==> src/inc/fle_pkg.sv <==
// Package for the fault log entry encoder: codes, snapshot layout, types
package fle_pkg;
    // Error categories and numbers
    localparam logic [7:0] FLE_CAT_FEEDBACK = 8'h17;    // 23
    localparam logic [7:0] FLE_CAT_CARD = 8'h18;        // 24
    localparam logic [7:0] FLE_CAT_SUPPLY = 8'h1a;      // 26
    localparam logic [7:0] FLE_CAT_TEMP = 8'h1b;        // 27
    localparam logic [7:0] FLE_NUM_TON = 8'h02;
    localparam logic [7:0] FLE_NUM_TOFF = 8'h03;
    localparam logic [7:0] FLE_NUM_ZERO = 8'h00;
    localparam logic [7:0] FLE_NUM_ONTEST = 8'h01;
    // Parameter 2 codes for release-time faults
    localparam logic [31:0] FLE_TON_AT_EXPIRY = 32'h0000_0001;
    localparam logic [31:0] FLE_TON_AFTER = 32'h0000_0002;
    // Parameter 2 codes for application-time faults
    localparam logic [31:0] FLE_TOFF_FAST = 32'h0000_0001;
    localparam logic [31:0] FLE_TOFF_SLOW = 32'h0000_0002;
    localparam logic [31:0] FLE_TOFF_FAST_EARLY = 32'h0000_0003;
    localparam logic [31:0] FLE_TOFF_SLOW_EARLY = 32'h0000_0004;
    localparam logic [31:0] FLE_TOFF_FAST_LATE = 32'h0000_0005;
    // Snapshot digit layout
    localparam int FLE_DIGIT_W = 4;
    localparam int FLE_SNAP_W = 32;
    localparam int FLE_D_SUPPLY = 0;
    localparam int FLE_D_CH1_IN = 1;
    localparam int FLE_D_CH2_IN = 2;
    localparam int FLE_D_OUTS = 4;
    localparam int FLE_D_CH1_OUT = 5;
    localparam int FLE_D_CH2_OUT = 6;
    localparam logic [31:0] FLE_SNAP_RST = 32'h0000_0000;
    localparam int FLE_NUM_SRC = 8;

    typedef enum logic [1:0] {FLE_LOC_NONE, FLE_LOC_CH1, FLE_LOC_CH2} fle_loc_e;

    // Terminal levels sampled for the snapshot
    typedef struct packed {
        logic device_supply_terminals;
        logic circuit_supply_terminals;
        logic fast_off_in_a_ch1;
        logic fast_off_in_b_ch1;
        logic slow_off_in_ch1;
        logic feedback_in_ch1;
        logic fast_off_in_a_ch2;
        logic fast_off_in_b_ch2;
        logic slow_off_in_ch2;
        logic feedback_in_ch2;
        logic fault_signal_out;
        logic test_pulse_out_zero;
        logic test_pulse_out_one;
        logic power_high_side_ch1;
        logic power_low_side_ch1;
        logic status_out_ch1;
        logic power_high_side_ch2;
        logic power_low_side_ch2;
        logic status_out_ch2;
    } fle_io_s;

    // Fault events, one-cycle pulses from the supervising logic
    typedef struct packed {
        logic ton_at_expiry;
        logic ton_after;
        logic [2:0] toff_kind;   // 1..5 as parameter 2, 0 = none
        logic card_unreadable;
        logic supply_after_on;
        logic supply_after_test;
        logic over_temp;
        fle_loc_e loc;
    } fle_evt_s;

    // One logged entry
    typedef struct packed {
        logic [7:0] category;
        logic [7:0] number;
        fle_loc_e loc;
        logic [31:0] param2;
        logic [31:0] snapshot;
    } fle_entry_s;
endpackage : fle_pkg

==> src/rtl/fle_snap_enc.sv <==
// Packs terminal levels into the registered 32-bit I/O status word
`timescale 1ns/1ps
module fle_snap_enc (
    input wire logic core_clk,
    input wire logic nrst,
    input wire logic capture,
    input fle_pkg::fle_io_s io,
    output logic [31:0] snap
);
    import fle_pkg::*;

    typedef struct packed {
        logic [31:0] snap;
    } fle_snap_st_s;

    fle_snap_st_s st_r;
    fle_snap_st_s st_nxt;

    function automatic logic [3:0] fle_digit(input logic b0, input logic b1,
                                             input logic b2, input logic b3);
        fle_digit = {b3, b2, b1, b0};
    endfunction : fle_digit

    // Word built combinationally; digit 0 least significant
    always_comb begin
        logic [31:0] w;
        w = FLE_SNAP_RST;   // Digits 3, 7 and reserved weights stay zero
        w[FLE_D_SUPPLY*FLE_DIGIT_W +: FLE_DIGIT_W] = fle_digit(io.device_supply_terminals,
            io.circuit_supply_terminals, 1'b0, 1'b0);
        w[FLE_D_CH1_IN*FLE_DIGIT_W +: FLE_DIGIT_W] = fle_digit(io.fast_off_in_a_ch1,
            io.fast_off_in_b_ch1, io.slow_off_in_ch1, io.feedback_in_ch1);
        w[FLE_D_CH2_IN*FLE_DIGIT_W +: FLE_DIGIT_W] = fle_digit(io.fast_off_in_a_ch2,
            io.fast_off_in_b_ch2, io.slow_off_in_ch2, io.feedback_in_ch2);
        w[FLE_D_OUTS*FLE_DIGIT_W +: FLE_DIGIT_W] = fle_digit(io.fault_signal_out,
            io.test_pulse_out_zero, io.test_pulse_out_one, 1'b0);
        w[FLE_D_CH1_OUT*FLE_DIGIT_W +: FLE_DIGIT_W] = fle_digit(io.power_high_side_ch1,
            io.power_low_side_ch1, io.status_out_ch1, 1'b0);
        w[FLE_D_CH2_OUT*FLE_DIGIT_W +: FLE_DIGIT_W] = fle_digit(io.power_high_side_ch2,
            io.power_low_side_ch2, io.status_out_ch2, 1'b0);
        st_nxt = st_r;
        if (capture) begin
            st_nxt.snap = w;
        end
    end

    always_ff @(posedge core_clk or negedge nrst) begin
        if (!nrst) begin
            st_r <= '0;
        end else begin
            st_r <= st_nxt;
        end
    end

    assign snap = st_r.snap;

    // Reserved places stay zero; digits follow the terminals seen on capture
    a_snap_reserved: assert property (@(posedge core_clk) disable iff (!nrst)
        (snap[15:12] == 4'h0) && (snap[31:28] == 4'h0) && (snap[3:2] == 2'h0)
        && (snap[19] == 1'h0) && (snap[23] == 1'h0) && (snap[27] == 1'h0))
        else $error("reserved snapshot bit set");
    a_snap_ch1_in: assert property (@(posedge core_clk) disable iff (!nrst)
        capture |=> snap[7:4] == {$past(io.feedback_in_ch1), $past(io.slow_off_in_ch1),
        $past(io.fast_off_in_b_ch1), $past(io.fast_off_in_a_ch1)})
        else $error("channel 1 input digit wrong");
    a_snap_outs: assert property (@(posedge core_clk) disable iff (!nrst)
        capture |=> snap[18:16] == {$past(io.test_pulse_out_one),
        $past(io.test_pulse_out_zero), $past(io.fault_signal_out)})
        else $error("output digit wrong");
endmodule : fle_snap_enc

==> src/rtl/fle_fault_log.sv <==
// Fault log entry encoder: turns fault events into category/number entries
`timescale 1ns/1ps
// How it works
// - Release-time feedback fault logs 23/2, param 1/2
// - Application-time feedback fault logs 23/3, param 1..5
// - Unreadable configuration card logs 24/0
// - Circuit supply bad after switch-on logs 26/0
// - Circuit supply bad after on-test logs 26/1
// - Over-temperature indication logs 27/0
// - Entries carry an I/O snapshot at fault
// - Snapshot is eight 4-bit hex digits
// - Digit 0: device supply 1, circuit supply 2
// - Digit 1: channel 1 inputs, weights 1,2,4,8
// - Digit 2: channel 2 inputs, same weights
// - Digit 4: fault signal, test pulses 0,1
// - Digit 5: channel 1 high, low, status
// - Digit 6: channel 2 high, low, status
module fle_fault_log (
    input wire logic core_clk,
    input wire logic nrst,
    input fle_pkg::fle_evt_s evt,
    input fle_pkg::fle_io_s io,
    input wire logic entry_ack,
    output logic entry_valid,
    output fle_pkg::fle_entry_s entry,
    output logic overflow
);
    import fle_pkg::*;

    // Block state but the snapshot, which u_snap holds; one register, filled by one combinational process
    typedef struct packed {
        logic valid;
        logic pend;       // Entry goes valid next cycle
        logic overflow;
        logic [7:0] category;
        logic [7:0] number;
        fle_loc_e loc;
        logic [31:0] param2;
    } fle_st_s;

    fle_st_s st_r;
    fle_st_s st_nxt;
    logic any_evt;
    logic capture;
    logic [31:0] snap;

    // Sample terminals on the fault cycle itself
    fle_snap_enc u_snap (
        .core_clk(core_clk),
        .nrst(nrst),
        .capture(capture),
        .io(io),
        .snap(snap)
    );

    // Any set flag or nonzero toff_kind counts as a fault, loc does not; which one wins is sorted out below
    assign any_evt = evt.ton_at_expiry | evt.ton_after | (evt.toff_kind != 3'd0)
        | evt.card_unreadable | evt.supply_after_on | evt.supply_after_test
        | evt.over_temp;
    // Only one entry held; a busy holder keeps the first fault, later ones count as lost
    assign capture = any_evt && !st_r.valid && !st_r.pend;

    // Fixed priority: feedback, card, supply, temperature
    always_comb begin
        st_nxt = st_r;
        if (st_r.pend) begin
            st_nxt.pend = 1'b0;
            st_nxt.valid = 1'b1;
        end else if (st_r.valid && entry_ack) begin
            st_nxt.valid = 1'b0;
        end
        // A second fault while busy is lost; the sticky flag tells software
        if (any_evt && (st_r.valid || st_r.pend)) begin
            st_nxt.overflow = 1'b1;
        end
        if (capture) begin
            st_nxt.pend = 1'b1;
            st_nxt.loc = evt.loc;
            st_nxt.param2 = 32'h0000_0000;
            st_nxt.number = FLE_NUM_ZERO;
            if (evt.ton_at_expiry || evt.ton_after) begin
                st_nxt.category = FLE_CAT_FEEDBACK;
                st_nxt.number = FLE_NUM_TON;
                st_nxt.param2 = evt.ton_at_expiry ? FLE_TON_AT_EXPIRY : FLE_TON_AFTER;
            end else if (evt.toff_kind != 3'd0) begin
                st_nxt.category = FLE_CAT_FEEDBACK;
                st_nxt.number = FLE_NUM_TOFF;
                case (evt.toff_kind)
                    3'd1: st_nxt.param2 = FLE_TOFF_FAST;
                    3'd2: st_nxt.param2 = FLE_TOFF_SLOW;
                    3'd3: st_nxt.param2 = FLE_TOFF_FAST_EARLY;
                    3'd4: st_nxt.param2 = FLE_TOFF_SLOW_EARLY;
                    default: st_nxt.param2 = FLE_TOFF_FAST_LATE;
                endcase
            end else if (evt.card_unreadable) begin
                st_nxt.category = FLE_CAT_CARD;
                st_nxt.loc = FLE_LOC_NONE;
            end else if (evt.supply_after_on) begin
                st_nxt.category = FLE_CAT_SUPPLY;
            end else if (evt.supply_after_test) begin
                st_nxt.category = FLE_CAT_SUPPLY;
                st_nxt.number = FLE_NUM_ONTEST;
            end else begin
                st_nxt.category = FLE_CAT_TEMP;
                st_nxt.loc = FLE_LOC_NONE;
            end
        end
    end

    // One register for all state but the snapshot, cleared by reset
    always_ff @(posedge core_clk or negedge nrst) begin
        if (!nrst) begin
            st_r <= '0;
        end else begin
            st_r <= st_nxt;
        end
    end

    // Entry fields all from flip-flops; one driver for the whole entry
    assign entry_valid = st_r.valid;
    assign overflow = st_r.overflow;
    assign entry = '{category: st_r.category, number: st_r.number, loc: st_r.loc,
        param2: st_r.param2, snapshot: snap};

    // Entry contents, checked two edges after the taking edge
    a_ton_entry: assert property (@(posedge core_clk) disable iff (!nrst)
        (capture && evt.ton_at_expiry) |-> ##2 entry_valid
        && entry.category == FLE_CAT_FEEDBACK && entry.number == FLE_NUM_TON
        && entry.param2 == FLE_TON_AT_EXPIRY)
        else $error("release-time entry wrong");
    a_ton_late: assert property (@(posedge core_clk) disable iff (!nrst)
        (capture && !evt.ton_at_expiry && evt.ton_after) |-> ##2 entry_valid
        && entry.category == FLE_CAT_FEEDBACK && entry.number == FLE_NUM_TON
        && entry.param2 == FLE_TON_AFTER)
        else $error("late release-time entry wrong");
    a_toff_entry: assert property (@(posedge core_clk) disable iff (!nrst)
        (capture && !evt.ton_at_expiry && !evt.ton_after && evt.toff_kind == 3'h5)
        |-> ##2 entry.number == FLE_NUM_TOFF && entry.param2 == FLE_TOFF_FAST_LATE)
        else $error("application-time entry wrong");
    a_toff_code: assert property (@(posedge core_clk) disable iff (!nrst)
        (capture && !evt.ton_at_expiry && !evt.ton_after && evt.toff_kind != 3'h0
        && evt.toff_kind <= 3'h5) |-> ##2 entry.category == FLE_CAT_FEEDBACK
        && entry.param2 == {29'h0000_0000, $past(evt.toff_kind, 2)})
        else $error("application-time code wrong");
    a_card_entry: assert property (@(posedge core_clk) disable iff (!nrst)
        (capture && evt.card_unreadable && !evt.ton_at_expiry && !evt.ton_after
        && evt.toff_kind == 3'h0) |-> ##2 entry.category == FLE_CAT_CARD
        && entry.number == FLE_NUM_ZERO && entry.loc == FLE_LOC_NONE)
        else $error("card entry wrong");
    a_supply_on: assert property (@(posedge core_clk) disable iff (!nrst)
        (capture && evt.supply_after_on && !evt.card_unreadable && !evt.ton_at_expiry
        && !evt.ton_after && evt.toff_kind == 3'h0) |-> ##2
        entry.category == FLE_CAT_SUPPLY && entry.number == FLE_NUM_ZERO
        && entry.loc == $past(evt.loc, 2))
        else $error("supply switch-on entry wrong");
    a_supply_test: assert property (@(posedge core_clk) disable iff (!nrst)
        (capture && evt.supply_after_test && !evt.supply_after_on && !evt.card_unreadable
        && !evt.ton_at_expiry && !evt.ton_after && evt.toff_kind == 3'h0) |-> ##2
        entry.category == FLE_CAT_SUPPLY && entry.number == FLE_NUM_ONTEST
        && entry.loc == $past(evt.loc, 2))
        else $error("supply on-test entry wrong");
    a_temp_entry: assert property (@(posedge core_clk) disable iff (!nrst)
        (capture && evt.over_temp && !evt.ton_at_expiry && !evt.ton_after
        && evt.toff_kind == 3'h0 && !evt.card_unreadable && !evt.supply_after_on
        && !evt.supply_after_test) |-> ##2 entry.category == FLE_CAT_TEMP
        && entry.number == FLE_NUM_ZERO && entry.loc == FLE_LOC_NONE)
        else $error("temperature entry wrong");

    // Snapshot attached to the entry is the one taken on the fault cycle
    a_snap_taken: assert property (@(posedge core_clk) disable iff (!nrst)
        capture |-> ##2 entry_valid && entry.snapshot[1:0] ==
        {$past(io.circuit_supply_terminals, 2), $past(io.device_supply_terminals, 2)})
        else $error("snapshot not attached");
    a_snap_ch2_in: assert property (@(posedge core_clk) disable iff (!nrst)
        capture |-> ##2 entry.snapshot[11:8] == {$past(io.feedback_in_ch2, 2),
        $past(io.slow_off_in_ch2, 2), $past(io.fast_off_in_b_ch2, 2),
        $past(io.fast_off_in_a_ch2, 2)})
        else $error("channel 2 input digit wrong");
    a_snap_ch1_out: assert property (@(posedge core_clk) disable iff (!nrst)
        capture |-> ##2 entry.snapshot[23:20] == {1'h0, $past(io.status_out_ch1, 2),
        $past(io.power_low_side_ch1, 2), $past(io.power_high_side_ch1, 2)})
        else $error("channel 1 output digit wrong");
    a_snap_ch2: assert property (@(posedge core_clk) disable iff (!nrst)
        capture |-> ##2 entry.snapshot[27:24] == {1'h0, $past(io.status_out_ch2, 2),
        $past(io.power_low_side_ch2, 2), $past(io.power_high_side_ch2, 2)})
        else $error("channel 2 output digit wrong");
    a_snap_zero: assert property (@(posedge core_clk) disable iff (!nrst)
        entry_valid |-> entry.snapshot[15:12] == 4'h0 && entry.snapshot[31:28] == 4'h0)
        else $error("unused snapshot digit set");

    // Holder handshake and the lost-event flag
    a_pend_once: assert property (@(posedge core_clk) disable iff (!nrst)
        st_r.pend |=> !st_r.pend && entry_valid)
        else $error("pending entry not raised");
    a_idle_quiet: assert property (@(posedge core_clk) disable iff (!nrst)
        (!entry_valid && !st_r.pend && !capture) |=> !entry_valid)
        else $error("entry raised without a fault");
    a_entry_holds: assert property (@(posedge core_clk) disable iff (!nrst)
        (entry_valid && !entry_ack) |=> entry_valid && $stable(entry))
        else $error("held entry changed before ack");
    a_ack_clears: assert property (@(posedge core_clk) disable iff (!nrst)
        (entry_valid && entry_ack) |=> !entry_valid)
        else $error("acked entry still valid");
    a_ovf_set: assert property (@(posedge core_clk) disable iff (!nrst)
        (any_evt && (entry_valid || st_r.pend)) |=> overflow)
        else $error("lost event not flagged");
    a_ovf_quiet: assert property (@(posedge core_clk) disable iff (!nrst)
        (!overflow && !(any_evt && (entry_valid || st_r.pend))) |=> !overflow)
        else $error("overflow flag set without a lost event");
    a_ovf_sticky: assert property (@(posedge core_clk) disable iff (!nrst)
        overflow |=> overflow)
        else $error("overflow flag dropped");

    // Main scenarios
    c_ton: cover property (@(posedge core_clk) disable iff (!nrst) capture && evt.ton_after);
    c_toff: cover property (@(posedge core_clk) disable iff (!nrst)
        capture && evt.toff_kind == 3'h3);
    c_ovf: cover property (@(posedge core_clk) disable iff (!nrst) any_evt && entry_valid);
    c_ack: cover property (@(posedge core_clk) disable iff (!nrst) entry_valid && entry_ack);
    c_temp: cover property (@(posedge core_clk) disable iff (!nrst) capture && evt.over_temp);
endmodule : fle_fault_log

==> config.mk <==
export PLATFORM = sky130hd
export DESIGN_NAME = fle_fault_log
export DESIGN_NICKNAME = d
export VERILOG_FILES = /design/src/inc/fle_pkg.sv /design/src/rtl/fle_snap_enc.sv /design/src/rtl/fle_fault_log.sv
export SDC_FILE = /design/constraint.sdc
export NUM_CORES = 1
export LEC_CHECK = 0
export BUFFER_PORTS_ARGS = -buffer_cell sky130_fd_sc_hd__buf_2
export CORE_ASPECT_RATIO = 0.75
export CORE_MARGIN = 1.5
export CORE_UTILIZATION = 38
export DETAILED_ROUTE_END_ITERATION = 7
export HOLD_SLACK_MARGIN = 0.15
export MAX_ROUTING_LAYER = met4
export PLACE_DENSITY_LB_ADDON = 0.2
export SETUP_SLACK_MARGIN = 0.2
export SLEW_MARGIN = 20
export SYNTH_ARGS = -nofsm -noshare
export SYNTH_HDL_FRONTEND = slang
export SYNTH_SLANG_ARGS = --single-unit
==> constraint.sdc <==
create_clock -name core_clk -period 1.6 [get_ports core_clk]
set_clock_uncertainty 0.2 [all_clocks]
set_input_delay 0.16 -clock core_clk [delete_from_list [all_inputs] [get_ports core_clk]]
set_output_delay 0.16 -clock core_clk [all_outputs]
set_load 0.005 [all_outputs]
### Word-level counts from Yosys, hierarchy flattened

Index checks and enable logic that the tools add are counted.

| word-level totals | value |
|---|---|
| flip-flop bits (word level) | 72 |
| bits in latches | 0 |
| bits in writable memories | 0 |
| bits in read-only memories | 0 |
| bits of input ports | 33 |
| output and inout bits | 84 |
| word-level logic and storage cells | 47 |
| memories kept | 0 |

| operators by class | value |
|---|---|
| add/sub/neg operators | 0 |
| $mul | 0 |
| div/mod/pow operators | 0 |
| magnitude comparators | 0 |
| eq/ne operators | 4 |
| shift-type cells | 0 |
| mux-type cells | 19 |
| bitwise operators | 6 |
| reductions and logical operators | 10 |

Operator list:

| cell | count |
|---|---|
| two-way mux 32 bit | 2 |
| two-way mux 16 bit | 1 |
| two-way mux 12 bit | 1 |
| two-way mux 2 bit | 6 |
| case mux 3 bit (4 select lines) | 1 |
| two-way mux 1 bit | 7 |
| == test 3 x 2 -> 1 bit (second input constant) | 2 |
| bitwise OR 1 bit | 6 |
| logical AND 1 bit | 4 |
| == test 3 x 1 -> 1 bit (second input constant) | 1 |
| == test 3 bit (second input constant) | 1 |
| two-way mux 3 bit | 1 |
| nonzero test 3 bit | 1 |
| zero test 1 bit | 2 |
| logical OR 1 bit | 2 |
| nonzero test 2 bit | 1 |

### Longest topological paths before layout

| logic depth | value |
|---|---|
| word-level depth | 9 |
| depth in mapped cells | 7 |
| gate-level depth less buffers | 6 |

### By module

Synthesis repeated with hierarchy kept, for this count alone.

| unflattened totals | value |
|---|---|
| cells, all modules | 151 |
| area, all modules | 1788.0 µm² |

By module, submodules not included:

| module | times used | cells each | area an instance (µm²) | seq. area each (µm²) |
|---|---|---|---|---|
| fle_fault_log | 1 | 97 | 928.4 | 350.3 |
| fle_snap_enc | 1 | 54 | 859.6 | 475.5 |

### Least setup slack after synthesis

No wires, ideal clock.

| timing path | value |
|---|---|
| path type | register to register |
| from | register st_r (netlist bit entry_valid) |
| to | register u_snap.st_r (netlist bit u_snap.snap[10]) |
| arrival time | 1.430 ns |
| required time | 1.275 ns |
| slack | -0.155 ns |
| stages on the path, launching flop included | 6 |
| buffers on the path | 1 |
| path through | dfrtp_1 nor2_1 nand2_4 inv_4 buf_6 mux2_4 |

| between the ends | value |
|---|---|
| longest elaborated chain between the ends | 3 |

RTL lines:

| what | RTL line | source |
|---|---|---|
| start, declared | fle_fault_log.sv:41 | `fle_st_s st_r;` |
| start signal, assigned | fle_fault_log.sv:115 | `st_r <= st_nxt;` |
| zero test 1 bit | fle_fault_log.sv:61 | `assign capture = any_evt && !st_r.valid && !st_r.pend;` |
| logical AND 1 bit (2 in series) | fle_fault_log.sv:61 |  |
| net capture | fle_fault_log.sv:44 | `logic capture;` |
| end signal, assigned | fle_snap_enc.sv:50 | `st_r <= st_nxt;` |
| end, declared | fle_snap_enc.sv:16 | `fle_snap_st_s st_r;` |

The timed path passes the listed nets, and every way through them passes these cells.
A chain may end at the register's enable or synchronous reset.

### Worst setup path in the final report

| timing path | value |
|---|---|
| from | register st_r[51] (netlist bit) |
| to | register st_r (netlist bit entry[74]) |

| between the ends | value |
|---|---|
| longest elaborated chain between the ends | 2 |

RTL lines:

| what | RTL line |
|---|---|
| zero test 1 bit | fle_fault_log.sv:61 |
| logical AND 1 bit | fle_fault_log.sv:61 |

No other way between the ends.

==> results.py <==
metrics = {
    "critical_path": {
        "critPathLaunchType": "flip-flop",
        "path_max_fanout": 6,
        "worstPathRequired_ns": 1.56,
        "path_class": "flip-flop to flip-flop",
        "endpoint_kind": "flip-flop",
        "critPathArrivalTime_ns": 1.44,
    },
    "routing": {
        "drt_iter0_markers": 37,
        "wire_per_inst_um": 12.2,
        "drt_wl_total_um": 3970,
        "antenna_left": 0,
        "vias": 1350,
        "firstDrtPassIters": 4,
        "vias_per_cell": 4.15,
        "route.detailed.drc": 0,
    },
    "clock_network": {
        "cts.sinks": 33,
        "numCtsBuffers": 5,
        "clk_latency_ns": 0.28,
        "cts_tree": "built",
        "root_buffer": "clkbuf_8",
        "cts_max_level": 2,
        "cts_max_path_buffers": 2,
        "clk_pin_slew_ns": 0.07,
    },
    "timing": {
        "grt_setup_unrepaired": "yes",
        "post-route-period-util_pct": 92.1,
        "slew_viol_final": 0,
        "layout_setup_ws_ns": 0.127,
        "hold_slack_ns": 0.138,
        "timing.final.crit_period_ns": 1.47,
        "setup_violations": 0,
        "tns_ns": 0,
        "hold_viol_final": 0,
        "max_freq_ghz": 0.679,
    },
    "layout": {
        "multi_input_area_um2": 766,
        "final_util_pct": 57.5,
        "n_fill_cell": 399,
        "antenna_cells": 0,
        "mostFrequentLayoutCell": "buf_2",
        "final_cell_mix": "buf_2 (65), conb_1 (51), dfrtp_1 (33)",
        "layout.nets": 300,
        "fin_cells": 325,
        "fin_area_um2": 2600,
        "area_growth_pct": 43.8,
        "seq_area_um2": 826,
        "layout-drive-gt1-share_pct": 45.5,
    },
    "synthesis": {
        "synth_area_um2": 1810,
        "synth_top_cell_by_area": "dfrtp_1",
        "synth_seq_cells": 33,
        "seq_area_frac_synth_pct": 45.7,
        "synth_cell_types": 29,
        "syn_avg_cell_area_um2": 11.9,
        "yosysWarnings": 0,
        "synthTopCellsByArea": "dfrtp_1 (46%), buf_4 (22%), mux2_4 (12%)",
        "synth_cells": 152,
        "netlist.area_leader.share_pct": 45.7,
    },
    "placement": {
        "dpl.hpwl_um": 2450,
        "routabilityCongestion": 0.879,
        "place_inst": 279,
        "place_area_um2": 2060,
        "portBuffers": 65,
        "dp_slack_ns": -0.00903,
    },
    "global_route": {
        "grt_remaining_overflow": 0,
        "grt_pass1_wl_um": 5980,
        "track_usage_pct": 16.1,
        "grt_antenna_before_repair": 0,
        "grt_max_degree": 34,
        "grt_pass1_vias": 1275,
    },
    "floorplanning": {
        "floorplan.initialDensity_pct": 40.0,
        "die_x_um": 82.6,
        "ios": 117,
        "die_h_um": 62.7,
        "dieArea_um2": 5180,
        "coreArea_um2": 4520,
        "rows": 21,
    },
    "min_path": {
        "hold_class": "input pin to flip-flop",
    },
    "power_and_ir_drop": {
        "leakage_nw": 1.34,
        "peakVddDrop_mv": 0.941,
        "p_per_area_nw_per_um2": 1660,
        "totalPowerFinal_mw": 4.31,
    },
    "outcome": {
        "status": "complete, no violations",
    },
    "run": {
        "maxCapViolCount": 0,
    },
}
## logic make-up after synthesis
family	share of synthesized area [%]
other	0.208
AO/OA/AOI/OAI	7.20
flip-flops	45.7
multiplexers	15.6
buffers and inverters	24.5
AND/OR/NAND/NOR	6.79
## timing repair
item,CTS,global route
hold buffers,26,2
pin swaps,2,3
resized for setup,11,1
endpoints found under the hold margin,63,2
buffers inserted,5,3
endpoints found under the setup margin,21,30
gates cloned,2,0
## critical path, cell delays in order, from the launching register on
cell	delay [ns]
dfrtp_1	0.42
or2_2	0.37
o32a_1	0.36
## layout make-up
class / count / area share (%)
Tap cell: 57 / 2.75
Timing Repair Buffer: 111 / 28.5
Timing Repair inverter: 2 / 1.25
Sequential cell: 33 / 31.8
Multi-Input combinational cell: 110 / 29.5
Inverter: 4 / 1.06
Clock buffer: 5 / 2.65
Clock inverter: 3 / 2.50
## metal layers
| metal | track usage, % | vias up | share of wire, % |
|---|---|---|---|
| li1 | - | 639 | - |
| met1 | 20.4 | 639 | 46 |
| met2 | 24.5 | 65 | 46 |
| met3 | 4.96 | 7 | 6.9 |
| met4 | 5.00 | 0 | 1.0 |
| met5 | - | - | 0 |
## report_power, final
group          leakage, nW  switching, mW  internal, mW  total, mW
combinational        0.892          0.801          1.15       1.95
clock               0.0681          0.313         0.619      0.932
sequential           0.377          0.212          1.21       1.43
total                 1.34           1.33          2.98       4.31
## flip-flops by register name, summed over array words and instances (netlist names)
signal	count
entry_valid	1
u_snap.snap	19
entry	11
overflow	1
st_r	1
## synthesized netlist by cell type (all sizes together)
cell type,instances
mux2,20
o32a,1
or2,2
dfrtp,33
a32o,3
a21oi,5
nor3,3
nor2,10
o21a,1
clkbuf,1
nor4,1
nand3,1
conb,1
or3,1
buf,54
a211oi,1
nand2,2
a2bb2oi,1
a21o,2
o21ai,4
a31oi,1
inv,4
## final timing paths
path / start / endpoint / slack, ns / cells after the start
max in group asynchronous: nrst / u_snap.snap[5] / 0.67 / 3
worst min register to register: overflow / overflow / 0.29 / 1
worst min-delay path: evt[9] / entry[76] / 0.14 / 4
worst max-delay path: st_r[51] / entry[74] / 0.13 / 2
min in group asynchronous: nrst / overflow / 0.23 / 3
worst max register to register: st_r[51] / entry[74] / 0.13 / 2
Note: power is estimated with default switching activity, not from simulation.
